[src/hw/conv_pkg.sv]
// constants, types and enumerations shared by the converter control block
// What this block does
// - first enable set only powers converter up
// - second enable set after settling starts conversion
// - clearing enable aborts and powers down
// - power-down-done flag readable after disable
// - ready flag reports power-up complete
// - disabled or reset means held powered down
// - injected sequence up to 4, length [21:20]
// - regular sequence up to 16, length [23:20]
// - any channel in either sequence, repeats allowed
// - sixteen channels, twelve external, four internal
// - 12-bit result left or right aligned
// - events for regular end, injected end, threshold
// - single, continuous, scan and discontinuous modes
// - working clock from divided bus or PLL
// - PLL divider ratios 1 through 256
// - bus divider ratios 1 through 32
// - separate selectable triggers for each sequence
// - sampling interval programmable per channel
// - bus source gives fixed trigger latency
package conv_pkg;
  localparam int CLK_MHZ = 100;
  localparam int NUM_CH = 16;
  localparam int NUM_EXT_CH = 12;
  localparam int RES_BITS = 12;
  localparam int DATA_BITS = 16;
  localparam int INJ_MAX = 4;
  localparam int REG_MAX = 16;
  localparam int INJ_LEN_LSB = 20;
  localparam int INJ_LEN_MSB = 21;
  localparam int REG_LEN_LSB = 20;
  localparam int REG_LEN_MSB = 23;
  localparam int CH_FIELD = 4;
  localparam int SEQ1_FIRST_POS = 12;
  localparam int SEQ3_FIRST_POS = 8;
  localparam int SMP_FIELD = 3;
  localparam int BUS_DIV_MAX_CODE = 9;
  localparam int PLL_DIV_MAX_CODE = 12;
  localparam int FIFO_DEPTH = 16;
  localparam logic [15:0] RESET_DATA = 16'h0000;
  localparam int STAB_US_DEFAULT = 1;

  typedef enum logic [1:0] {
    PWR_OFF = 2'b00,
    PWR_WAKE = 2'b01,
    PWR_ON = 2'b10
  } pwr_state_t;

  typedef enum logic [2:0] {
    CV_IDLE = 3'b000,
    CV_SAMPLE = 3'b001,
    CV_CONVERT = 3'b010,
    CV_STORE = 3'b011
  } conv_state_t;

  typedef struct packed {
    logic [3:0] channel;
    logic [15:0] data;
  } result_t;

  typedef struct packed {
    logic continuous;
    logic scan;
    logic discontinuous;
    logic [2:0] disc_count;
    logic align_left;
  } mode_t;
endpackage

[src/hw/result_fifo.sv]
// result buffer with valid/ready on both sides
`timescale 1ns/1ps
module result_fifo #(
  parameter int WIDTH = 20,
  parameter int DEPTH = 16
) (
  input wire logic clk,
  input wire logic rst_n,
  input wire logic in_valid,
  output logic in_ready,
  input wire logic [WIDTH-1:0] in_data,
  output logic out_valid,
  input wire logic out_ready,
  output logic [WIDTH-1:0] out_data
);
  localparam int AW = $clog2(DEPTH);
  if (DEPTH < 2 || (1 << AW) != DEPTH)
    $error("result_fifo depth must be a power of two");
  logic [WIDTH-1:0] mem [DEPTH];
  logic [AW:0] wr_r;
  logic [AW:0] rd_r;
  logic push;
  logic pop;
  assign in_ready = (wr_r ^ rd_r) != {1'b1, {AW{1'b0}}};
  assign out_valid = wr_r != rd_r;
  assign push = in_valid && in_ready;
  assign pop = out_valid && out_ready;
  assign out_data = mem[rd_r[AW-1:0]];

  always_ff @(posedge clk)
  begin
    if (push)
      mem[wr_r[AW-1:0]] <= in_data;
  end

  always_ff @(posedge clk)
  begin
    if (!rst_n)
    begin
      wr_r <= '0;
      rd_r <= '0;
    end
    else
    begin
      if (push)
        wr_r <= wr_r + 1'b1;
      if (pop)
        rd_r <= rd_r + 1'b1;
    end
  end
endmodule

[src/hw/conv_ctrl.sv]
// converter control: power sequencing, clocking, sequences and results
`timescale 1ns/1ps
module conv_ctrl #(
  parameter int STAB_US = conv_pkg::STAB_US_DEFAULT,
  parameter int DEPTH = conv_pkg::FIFO_DEPTH
) (
  input wire logic CLOCK,
  input wire logic RESET_N,
  input wire logic ON_WR,
  input wire logic ON_WDATA,
  input wire logic CLK_SRC_PLL,
  input wire logic [3:0] CLK_DIV_SEL,
  input wire logic PLL_CLK,
  input wire logic MICROSECOND_TICK_CLOCK,
  input wire conv_pkg::mode_t MODE,
  input wire logic [31:0] FIRST_REGULAR_SEQUENCE_REG,
  input wire logic [31:0] REGULAR_SEQUENCE_REG2,
  input wire logic [31:0] REGULAR_SEQUENCE_REG3,
  input wire logic [31:0] INJECTED_SEQUENCE_REG,
  input wire logic [47:0] SAMPLE_TIME,
  input wire logic [7:0] EXT_TRIG,
  input wire logic REG_TRIG_EN,
  input wire logic [2:0] REG_TRIG_SEL,
  input wire logic INJ_TRIG_EN,
  input wire logic [2:0] INJ_TRIG_SEL,
  input wire logic AWD_EN,
  input wire logic [11:0] AWD_HIGH,
  input wire logic [11:0] AWD_LOW,
  output logic READY_FLAG,
  output logic POWER_DOWN_DONE_FLAG,
  output logic BUSY,
  output logic ANA_POWER_ON,
  output logic ANA_SAMPLE,
  output logic ANA_CONVERT,
  output logic [3:0] ANA_CHANNEL,
  input wire logic ANA_DONE,
  input wire logic [11:0] ANA_DATA,
  output logic END_REG_EVT,
  output logic END_INJ_EVT,
  output logic AWD_EVT,
  output logic [63:0] INJ_DATA,
  output logic RES_VALID,
  input wire logic RES_READY,
  output conv_pkg::result_t RES_DATA
);
  import conv_pkg::*;

  localparam int STAB_CNT_W = $clog2(STAB_US + 1) + 1;
  if (STAB_US < 1)
    $error("stabilisation delay must be at least one microsecond");

  function automatic logic [8:0] div_ratio(input logic [3:0] code, input logic pll);
    logic [3:0] c;
    c = (!pll && code > 4'(BUS_DIV_MAX_CODE)) ? 4'(BUS_DIV_MAX_CODE) : code;
    if (pll && c > 4'(PLL_DIV_MAX_CODE))
      c = 4'(PLL_DIV_MAX_CODE);
    case (c)
      4'h0: div_ratio = 9'h001;
      4'h1: div_ratio = 9'h002;
      4'h2: div_ratio = 9'h003;
      4'h3: div_ratio = 9'h004;
      4'h4: div_ratio = 9'h006;
      4'h5: div_ratio = 9'h008;
      4'h6: div_ratio = 9'h00a;
      4'h7: div_ratio = 9'h00c;
      4'h8: div_ratio = 9'h010;
      4'h9: div_ratio = 9'h020;
      4'ha: div_ratio = 9'h040;
      4'hb: div_ratio = 9'h080;
      default: div_ratio = 9'h100;
    endcase
  endfunction

  function automatic logic [3:0] reg_channel(input logic [3:0] idx);
    if (idx >= 4'(SEQ1_FIRST_POS))
      reg_channel = FIRST_REGULAR_SEQUENCE_REG[CH_FIELD*(idx-4'(SEQ1_FIRST_POS)) +: CH_FIELD];
    else if (idx >= 4'(SEQ3_FIRST_POS))
      reg_channel = REGULAR_SEQUENCE_REG3[CH_FIELD*(idx-4'(SEQ3_FIRST_POS)) +: CH_FIELD];
    else
      reg_channel = REGULAR_SEQUENCE_REG2[CH_FIELD*idx +: CH_FIELD];
  endfunction

  logic pll_s1_r;
  logic pll_s2_r;
  logic pll_d_r;
  logic us_s1_r;
  logic us_s2_r;
  logic us_d_r;
  logic [7:0] trg_s1_r;
  logic [7:0] trg_s2_r;
  logic reg_trg_d_r;
  logic inj_trg_d_r;
  logic [8:0] div_cnt_r;
  logic tick;
  logic src_event;
  logic us_tick;
  logic [7:0] trg_view;
  logic reg_trg_lvl;
  logic inj_trg_lvl;
  logic reg_trg_edge;
  logic inj_trg_edge;

  // pll clock is slow relative to CLOCK, counted by its synchronised edges
  always_ff @(posedge CLOCK)
  begin
    if (!RESET_N)
    begin
      pll_s1_r <= 1'b0;
      pll_s2_r <= 1'b0;
      pll_d_r <= 1'b0;
      us_s1_r <= 1'b0;
      us_s2_r <= 1'b0;
      us_d_r <= 1'b0;
      trg_s1_r <= 8'h00;
      trg_s2_r <= 8'h00;
    end
    else
    begin
      pll_s1_r <= PLL_CLK;
      pll_s2_r <= pll_s1_r;
      pll_d_r <= pll_s2_r;
      us_s1_r <= MICROSECOND_TICK_CLOCK;
      us_s2_r <= us_s1_r;
      us_d_r <= us_s2_r;
      trg_s1_r <= EXT_TRIG;
      trg_s2_r <= trg_s1_r;
    end
  end

  assign us_tick = us_s2_r && !us_d_r;
  assign src_event = CLK_SRC_PLL ? (pll_s2_r && !pll_d_r) : 1'b1;
  assign tick = src_event && (div_cnt_r >= div_ratio(CLK_DIV_SEL, CLK_SRC_PLL) - 9'h001);

  always_ff @(posedge CLOCK)
  begin
    if (!RESET_N)
      div_cnt_r <= 9'h000;
    // with the bus source, idle restarts the divider so a start always sees the same phase
    else if (tick || (!BUSY && !CLK_SRC_PLL))
      div_cnt_r <= 9'h000;
    else if (src_event)
      div_cnt_r <= div_cnt_r + 9'h001;
  end

  // bus source skips the synchroniser so trigger latency stays fixed
  assign trg_view = CLK_SRC_PLL ? trg_s2_r : EXT_TRIG;
  assign reg_trg_lvl = trg_view[REG_TRIG_SEL];
  assign inj_trg_lvl = trg_view[INJ_TRIG_SEL];
  assign reg_trg_edge = REG_TRIG_EN && reg_trg_lvl && !reg_trg_d_r;
  assign inj_trg_edge = INJ_TRIG_EN && inj_trg_lvl && !inj_trg_d_r;

  always_ff @(posedge CLOCK)
  begin
    if (!RESET_N)
    begin
      reg_trg_d_r <= 1'b0;
      inj_trg_d_r <= 1'b0;
    end
    else
    begin
      reg_trg_d_r <= reg_trg_lvl;
      inj_trg_d_r <= inj_trg_lvl;
    end
  end

  pwr_state_t pwr_r;
  logic [STAB_CNT_W-1:0] stab_r;
  logic sw_start;

  // a set while waking is dropped; software must wait for the ready flag
  always_ff @(posedge CLOCK)
  begin
    if (!RESET_N)
    begin
      pwr_r <= PWR_OFF;
      stab_r <= '0;
    end
    else if (ON_WR && !ON_WDATA)
      pwr_r <= PWR_OFF;
    else
    begin
      case (pwr_r)
        PWR_OFF:
        begin
          stab_r <= '0;
          if (ON_WR && ON_WDATA)
            pwr_r <= PWR_WAKE;
        end
        PWR_WAKE:
        begin
          if (us_tick)
            stab_r <= stab_r + 1'b1;
          if (stab_r >= STAB_CNT_W'(STAB_US))
            pwr_r <= PWR_ON;
        end
        PWR_ON:
          pwr_r <= PWR_ON;
        default:
          pwr_r <= PWR_OFF;
      endcase
    end
  end

  assign sw_start = (pwr_r == PWR_ON) && ON_WR && ON_WDATA;
  assign READY_FLAG = pwr_r == PWR_ON;
  assign POWER_DOWN_DONE_FLAG = pwr_r == PWR_OFF;
  assign ANA_POWER_ON = pwr_r != PWR_OFF;

  conv_state_t cv_r;
  logic inj_mode_r;
  logic reg_pend_r;
  logic reg_act_r;
  logic inj_pend_r;
  logic [3:0] reg_idx_r;
  logic [1:0] inj_idx_r;
  logic [2:0] disc_r;
  logic [7:0] cnt_r;
  logic [3:0] ch_r;
  logic [11:0] raw_r;
  logic [15:0] inj_data_r [INJ_MAX];
  logic end_reg_r;
  logic end_inj_r;
  logic awd_r;
  logic fifo_ready;
  logic fifo_push;
  logic [15:0] aligned;
  logic [3:0] reg_len;
  logic [1:0] inj_len;
  logic [3:0] next_ch;
  logic reg_last;
  logic run;

  assign run = pwr_r == PWR_ON;
  assign reg_len = MODE.scan ? FIRST_REGULAR_SEQUENCE_REG[REG_LEN_MSB:REG_LEN_LSB] : 4'h0;
  assign inj_len = INJECTED_SEQUENCE_REG[INJ_LEN_MSB:INJ_LEN_LSB];
  assign next_ch = inj_pend_r ? INJECTED_SEQUENCE_REG[CH_FIELD*inj_idx_r +: CH_FIELD]
                              : reg_channel(reg_idx_r);
  assign reg_last = reg_idx_r == reg_len;
  assign aligned = MODE.align_left ? {raw_r, 4'h0} : {4'h0, raw_r};
  assign fifo_push = (cv_r == CV_STORE) && !inj_mode_r;

  // injected work is picked between conversions, so regular resumes in place
  always_ff @(posedge CLOCK)
  begin
    if (!RESET_N || !run || (ON_WR && !ON_WDATA))
    begin
      cv_r <= CV_IDLE;
      inj_mode_r <= 1'b0;
      reg_pend_r <= 1'b0;
      reg_act_r <= 1'b0;
      inj_pend_r <= 1'b0;
      reg_idx_r <= 4'h0;
      inj_idx_r <= 2'b00;
      disc_r <= 3'b000;
      cnt_r <= 8'h00;
      ch_r <= 4'h0;
      raw_r <= 12'h000;
    end
    else
    begin
      if (sw_start || reg_trg_edge)
        reg_pend_r <= 1'b1;
      if (inj_trg_edge)
        inj_pend_r <= 1'b1;
      case (cv_r)
        CV_IDLE:
        begin
          if (inj_pend_r || reg_pend_r || reg_act_r)
          begin
            inj_mode_r <= inj_pend_r;
            if (!inj_pend_r)
            begin
              reg_act_r <= 1'b1;
              reg_pend_r <= sw_start || reg_trg_edge;
            end
            ch_r <= next_ch;
            cnt_r <= 8'h00;
            cv_r <= CV_SAMPLE;
          end
        end
        CV_SAMPLE:
        begin
          if (tick)
            cnt_r <= cnt_r + 8'h01;
          if (tick && cnt_r >= (8'h01 << SAMPLE_TIME[SMP_FIELD*ch_r +: SMP_FIELD]) - 8'h01)
            cv_r <= CV_CONVERT;
        end
        CV_CONVERT:
        begin
          if (ANA_DONE)
          begin
            raw_r <= ANA_DATA;
            cv_r <= CV_STORE;
          end
        end
        CV_STORE:
        begin
          if (inj_mode_r)
          begin
            cv_r <= CV_IDLE;
            inj_idx_r <= (inj_idx_r == inj_len) ? 2'b00 : inj_idx_r + 2'b01;
            if (inj_idx_r == inj_len && !inj_trg_edge)
              inj_pend_r <= 1'b0;
          end
          else if (fifo_ready)
          begin
            cv_r <= CV_IDLE;
            reg_idx_r <= reg_last ? 4'h0 : reg_idx_r + 4'h1;
            disc_r <= disc_r + 3'b001;
            if (reg_last && !MODE.continuous)
              reg_act_r <= 1'b0;
            if (MODE.discontinuous && disc_r >= MODE.disc_count)
            begin
              reg_act_r <= 1'b0;
              disc_r <= 3'b000;
            end
          end
        end
        default:
          cv_r <= CV_IDLE;
      endcase
    end
  end

  always_ff @(posedge CLOCK)
  begin
    if (!RESET_N)
    begin
      for (int i = 0; i < INJ_MAX; i++)
        inj_data_r[i] <= RESET_DATA;
    end
    else if (cv_r == CV_STORE && inj_mode_r)
      inj_data_r[inj_idx_r] <= aligned;
  end

  always_ff @(posedge CLOCK)
  begin
    if (!RESET_N)
    begin
      end_reg_r <= 1'b0;
      end_inj_r <= 1'b0;
      awd_r <= 1'b0;
    end
    else
    begin
      end_reg_r <= fifo_push && fifo_ready;
      end_inj_r <= cv_r == CV_STORE && inj_mode_r && inj_idx_r == inj_len;
      // thresholds compare the raw code, before alignment
      awd_r <= AWD_EN && (fifo_push ? fifo_ready : cv_r == CV_STORE)
               && (raw_r > AWD_HIGH || raw_r < AWD_LOW);
    end
  end

  assign END_REG_EVT = end_reg_r;
  assign END_INJ_EVT = end_inj_r;
  assign AWD_EVT = awd_r;
  assign BUSY = cv_r != CV_IDLE;
  assign ANA_SAMPLE = cv_r == CV_SAMPLE;
  assign ANA_CONVERT = cv_r == CV_CONVERT;
  assign ANA_CHANNEL = ch_r;
  assign INJ_DATA = {inj_data_r[3], inj_data_r[2], inj_data_r[1], inj_data_r[0]};

  // a full buffer holds a regular conversion in the store state
  result_fifo #(
    .WIDTH($bits(result_t)),
    .DEPTH(DEPTH)
  ) u_fifo (
    .clk(CLOCK),
    .rst_n(RESET_N),
    .in_valid(fifo_push),
    .in_ready(fifo_ready),
    .in_data({ch_r, aligned}),
    .out_valid(RES_VALID),
    .out_ready(RES_READY),
    .out_data(RES_DATA)
  );
endmodule

[config.mk]
export PLATFORM = sky130hd
export DESIGN_NAME = conv_ctrl
export DESIGN_NICKNAME = d
export VERILOG_FILES = /design/src/hw/conv_pkg.sv /design/src/hw/result_fifo.sv /design/src/hw/conv_ctrl.sv
export SDC_FILE = /design/constraint.sdc
export NUM_CORES = 1
export LEC_CHECK = 0
export BUFFER_PORTS_ARGS = -buffer_cell sky130_fd_sc_hd__buf_2
export CORE_MARGIN = 3
export CORE_UTILIZATION = 61
export CTS_CLUSTER_SIZE = 12
export DETAILED_ROUTE_END_ITERATION = 8
export HOLD_SLACK_MARGIN = 0.12
export PLACE_DENSITY = 0.85
export SLEW_MARGIN = 30
export SYNTH_ARGS = -nofsm -noshare
export SYNTH_HDL_FRONTEND = slang
export SYNTH_HIERARCHICAL = 1
export SYNTH_SLANG_ARGS = --single-unit
[constraint.sdc]
create_clock -name CLOCK -period 7.2 [get_ports CLOCK]
set_clock_uncertainty 0.15 [all_clocks]
set_input_delay 0.72 -clock CLOCK [delete_from_list [all_inputs] [get_ports CLOCK]]
set_output_delay 0.72 -clock CLOCK [all_outputs]
set_load 0.03 [all_outputs]
==> reports/summary.txt <==
status: finished clean
PwrDens: 232 nW/um^2
maximum vdd drop: 238 uV
CTS tree: done
FILL cells: 2,176
fraction of layout cells with a size suffix above 1: 0.325
CP Max Fanout: 30
Yosys top cell by area: edfxtp_1
post-route ant nets: 0
min Tclk post-route: 4.65 ns
htree depth: 2
nets@finish: 2,076
ys async rst share: 0
# DRC: 0
drt wl/cell: 26.5 microns
FF-to-FF path depth: 16
total CTS buffers: 47
count of flip-flops with a built-in enable after synthesis: 384
Initial Utilization: 0.621
CTS Hold Bufs: 0
Clk Latency, worst-skew pair: 0.55 ns
Detailed Place HPWL: 39,400 microns
Crit. Startpoint: ANA_CHANNEL[0]
via/cell ratio: 6.30
reg2reg end: cv_r[0]
drt initial violations: 1,202
Worst slew margin: 0.445
Rows: 68
final hold violations: 0
worst-margin pin slew: 0.833 ns
Root Buffer: clkbuf_16
area share of the largest cell type after synthesis: 0.535
Critical Path End Type: register
Worst R2R Setup Slack: 2.55 ns
Yosys reg bits: 477
io pins: 347
total congestion overflow: 0
CP endpoint: cv_r[0]
CTS sink cnt: 477
TNS Setup: 0 ns
DIE AREA: 37,600 sq um
fin util: 0.723
die width: 194 microns
post-synthesis sequential area ratio: 0.621
global routing usage on met1: 0.415
Cell variety after synth: 64
worst hold path startpoint: MICROSECOND_TICK_CLOCK
vias in the first global route: 14.6k
Startpoint Class: register
synthesized cell area: 21,600 sq um
reg2reg start: ANA_CHANNEL[0]
Area contributors post-synth: edfxtp_1, mux4_2, dfxtp_1, ha_1, nor2_1
Final setup violation count: 0
fin crit share: 0.647
crit path DAT: 4.95 ns
fin. max-slew vios: 0
Mapped Nets: 1,729
global routing's busiest layer: met2
1st-pass router iterations: 5
CP required: 7.50 ns
max_cap viols: 0
area occupied by multi-input gates: 7570 sq um
unrepaired setup endpoints after global routing: no
Mapped Avg Cell Area: 15.3 sq um
kind of critical path: reg -> reg
Synth Flop Type: edfxtp_1
final WL: 59,100 microns
worst hold path type: in -> reg
met3 Usage GRT: 0.0683
GP Congestion: 1.03
cts repair resizes: 0
port bufs: 332
GRT Util Overall: 0.311
Layout area overhead: 16.5%
M2 GR Usage: 0.523
CORE AREA: 34,700 sq um
largest net degree at the start of global routing: 81
DR vias: 14.1k
worst-case clock buffer depth: 3
initial antenna violation count: 2
cells after synthesis: 1,410
Die Y-Extent: 194 microns
first-pass GRT wire length: 88,100 microns
clk slew on worst S/H paths: 0.06 ns
Leak: 8.91 nW
register area: 13,400 sq um
setup repair bufs after CTS: 0
Ant. Diodes: 0
Peak Freq: 215 MHz
Ys Warns: 6
cell usage after synthesis (8+ instances only):
cell type	count
and2_1	29
xor2_1	13
inv_1	70
edfxtp_1	384
ha_1	70
dfxtp_1	93
clkbuf_1	37
o21ai_0	31
nor2_1	111
nand2_1	99
buf_4	8
nand4_1	18
mux4_1	15
o22ai_1	8
buf_2	11
and3_1	18
a21oi_1	50
nand3_1	25
a22oi_1	8
nor3_1	9
mux2i_1	36
nor2b_1	11
nand2b_1	17
mux4_2	131
xnor2_1	11
how the worst min path moves through the flow:
stage / cells after the start / endpoint
2_1_floorplan: 1 / pll_s2_r
3_3_place_gp: 1 / us_s2_r
3_5_place_dp: 1 / pll_s2_r
4_1_cts: 2 / us_s1_r
5_1_grt: 2 / us_s1_r
6_report: 2 / us_s1_r
area by class of cell:
| cell class | count | area share |
|---|---|---|
| Sequential cell | 477 | 0.534 |
| Multi-Input combinational cell | 797 | 0.301 |
| Timing Repair Buffer | 362 | 0.0753 |
| Clock buffer | 68 | 0.0536 |
| Tap cell | 455 | 0.0227 |
| Inverter | 72 | 0.0108 |
| Clock inverter | 4 | 0.00234 |
registers in the layout, summed over array words and instances (netlist names), 8 cells and up, named ones only:
register    count
cnt_r           8
raw_r          12
inj_data_r     64
div_cnt_r       9
u_fifo/mem    320
trg_s1_r        8
trg_s2_r        8
per-layer routing:
metal | wire, microns | vias to the layer above | share of wire
met4 | 1740 | 2 | 0.029
met1 | 22100 | 7091 | 0.37
met2 | 29900 | 755 | 0.51
met5 | 13 | - | 0.00022
met3 | 5310 | 115 | 0.090
li1 | - | 6128 | -
critical path: stages, from the launching register on:
cell and delay (ns):
dfxtp_2 0.77, mux4_1 0.64, a22oi_1 0.26, nand2_2 0.15, nor2_1 0.25, nand3_1 0.15, ha_1 0.31, or2_0 0.26
a21oi_1 0.13, a21oi_1 0.08, ha_1 0.22, nor4b_1 0.36, nand2_1 0.09, a31oi_1 0.16, o21ai_0 0.20, a211o_1 0.30
o41ai_1 0.06
kinds of logic (layout without fill, tap and decap cells):
| group | after synthesis | after routing | share of synthesized area |
|---|---|---|---|
| adder cells (fa/ha/maj) | 70 | 70 | 0.0406 |
| flip-flops | 477 | 477 | 0.621 |
| buffers and inverters | 136 | 506 | 0.0279 |
| XOR/XNOR | 24 | 24 | 0.00975 |
| AO/OA/AOI/OAI | 155 | 155 | 0.0459 |
| AND/OR/NAND/NOR | 359 | 359 | 0.0792 |
| other | 1 | 1 | 0.000174 |
| multiplexers | 188 | 188 | 0.175 |
power by group:
part | internal (W) | switching, W
clock network | 0.00129 | 0.000995
registers | 0.00297 | 0.0000302
logic | 0.000237 | 0.000308
metrics by stage:
step	area, sq um	power [W]	setup WS [ns]	std cells	hold slack, ns
3_5_place_dp	23700	0.00360	2.38	2163	0.274
6_report	25100	0.00583	2.55	2235	0.239
2_1_floorplan	21600	0.00342	2.92	1410	0.262
5_1_grt	25100	0.00599	2.30	2235	0.238
4_1_cts	25100	0.00585	2.56	2235	0.228
3_3_place_gp	23700	0.00359	2.45	2163	0.265
layout by cell type, fill, tap and decap left out, types with 8 or more instances in the layout:
cell type  netlist  layout
edfxtp_1       384     384
buf_2           11     332
mux4_2         131     131
nor2_1         111     111
nand2_1         99      99
dfxtp_1         93      88
inv_1           70      70
ha_1            70      70
a21oi_1         50      48
clkbuf_16        0      48
mux2i_1         36      36
o21ai_0         31      29
and2_1          29      29
buf_4            8      29
nand3_1         25      25
nand4_1         18      18
and3_1          18      18
nand2b_1        17      17
mux4_1          15      15
xor2_1          13      13
clkbuf_1        37      13
nor2b_1         11      11
xnor2_1         11      11
a22oi_1          8       8
nor3_1           9       8
o22ai_1          8       8
No activity file was read; power rests on OpenSTA's default activity.
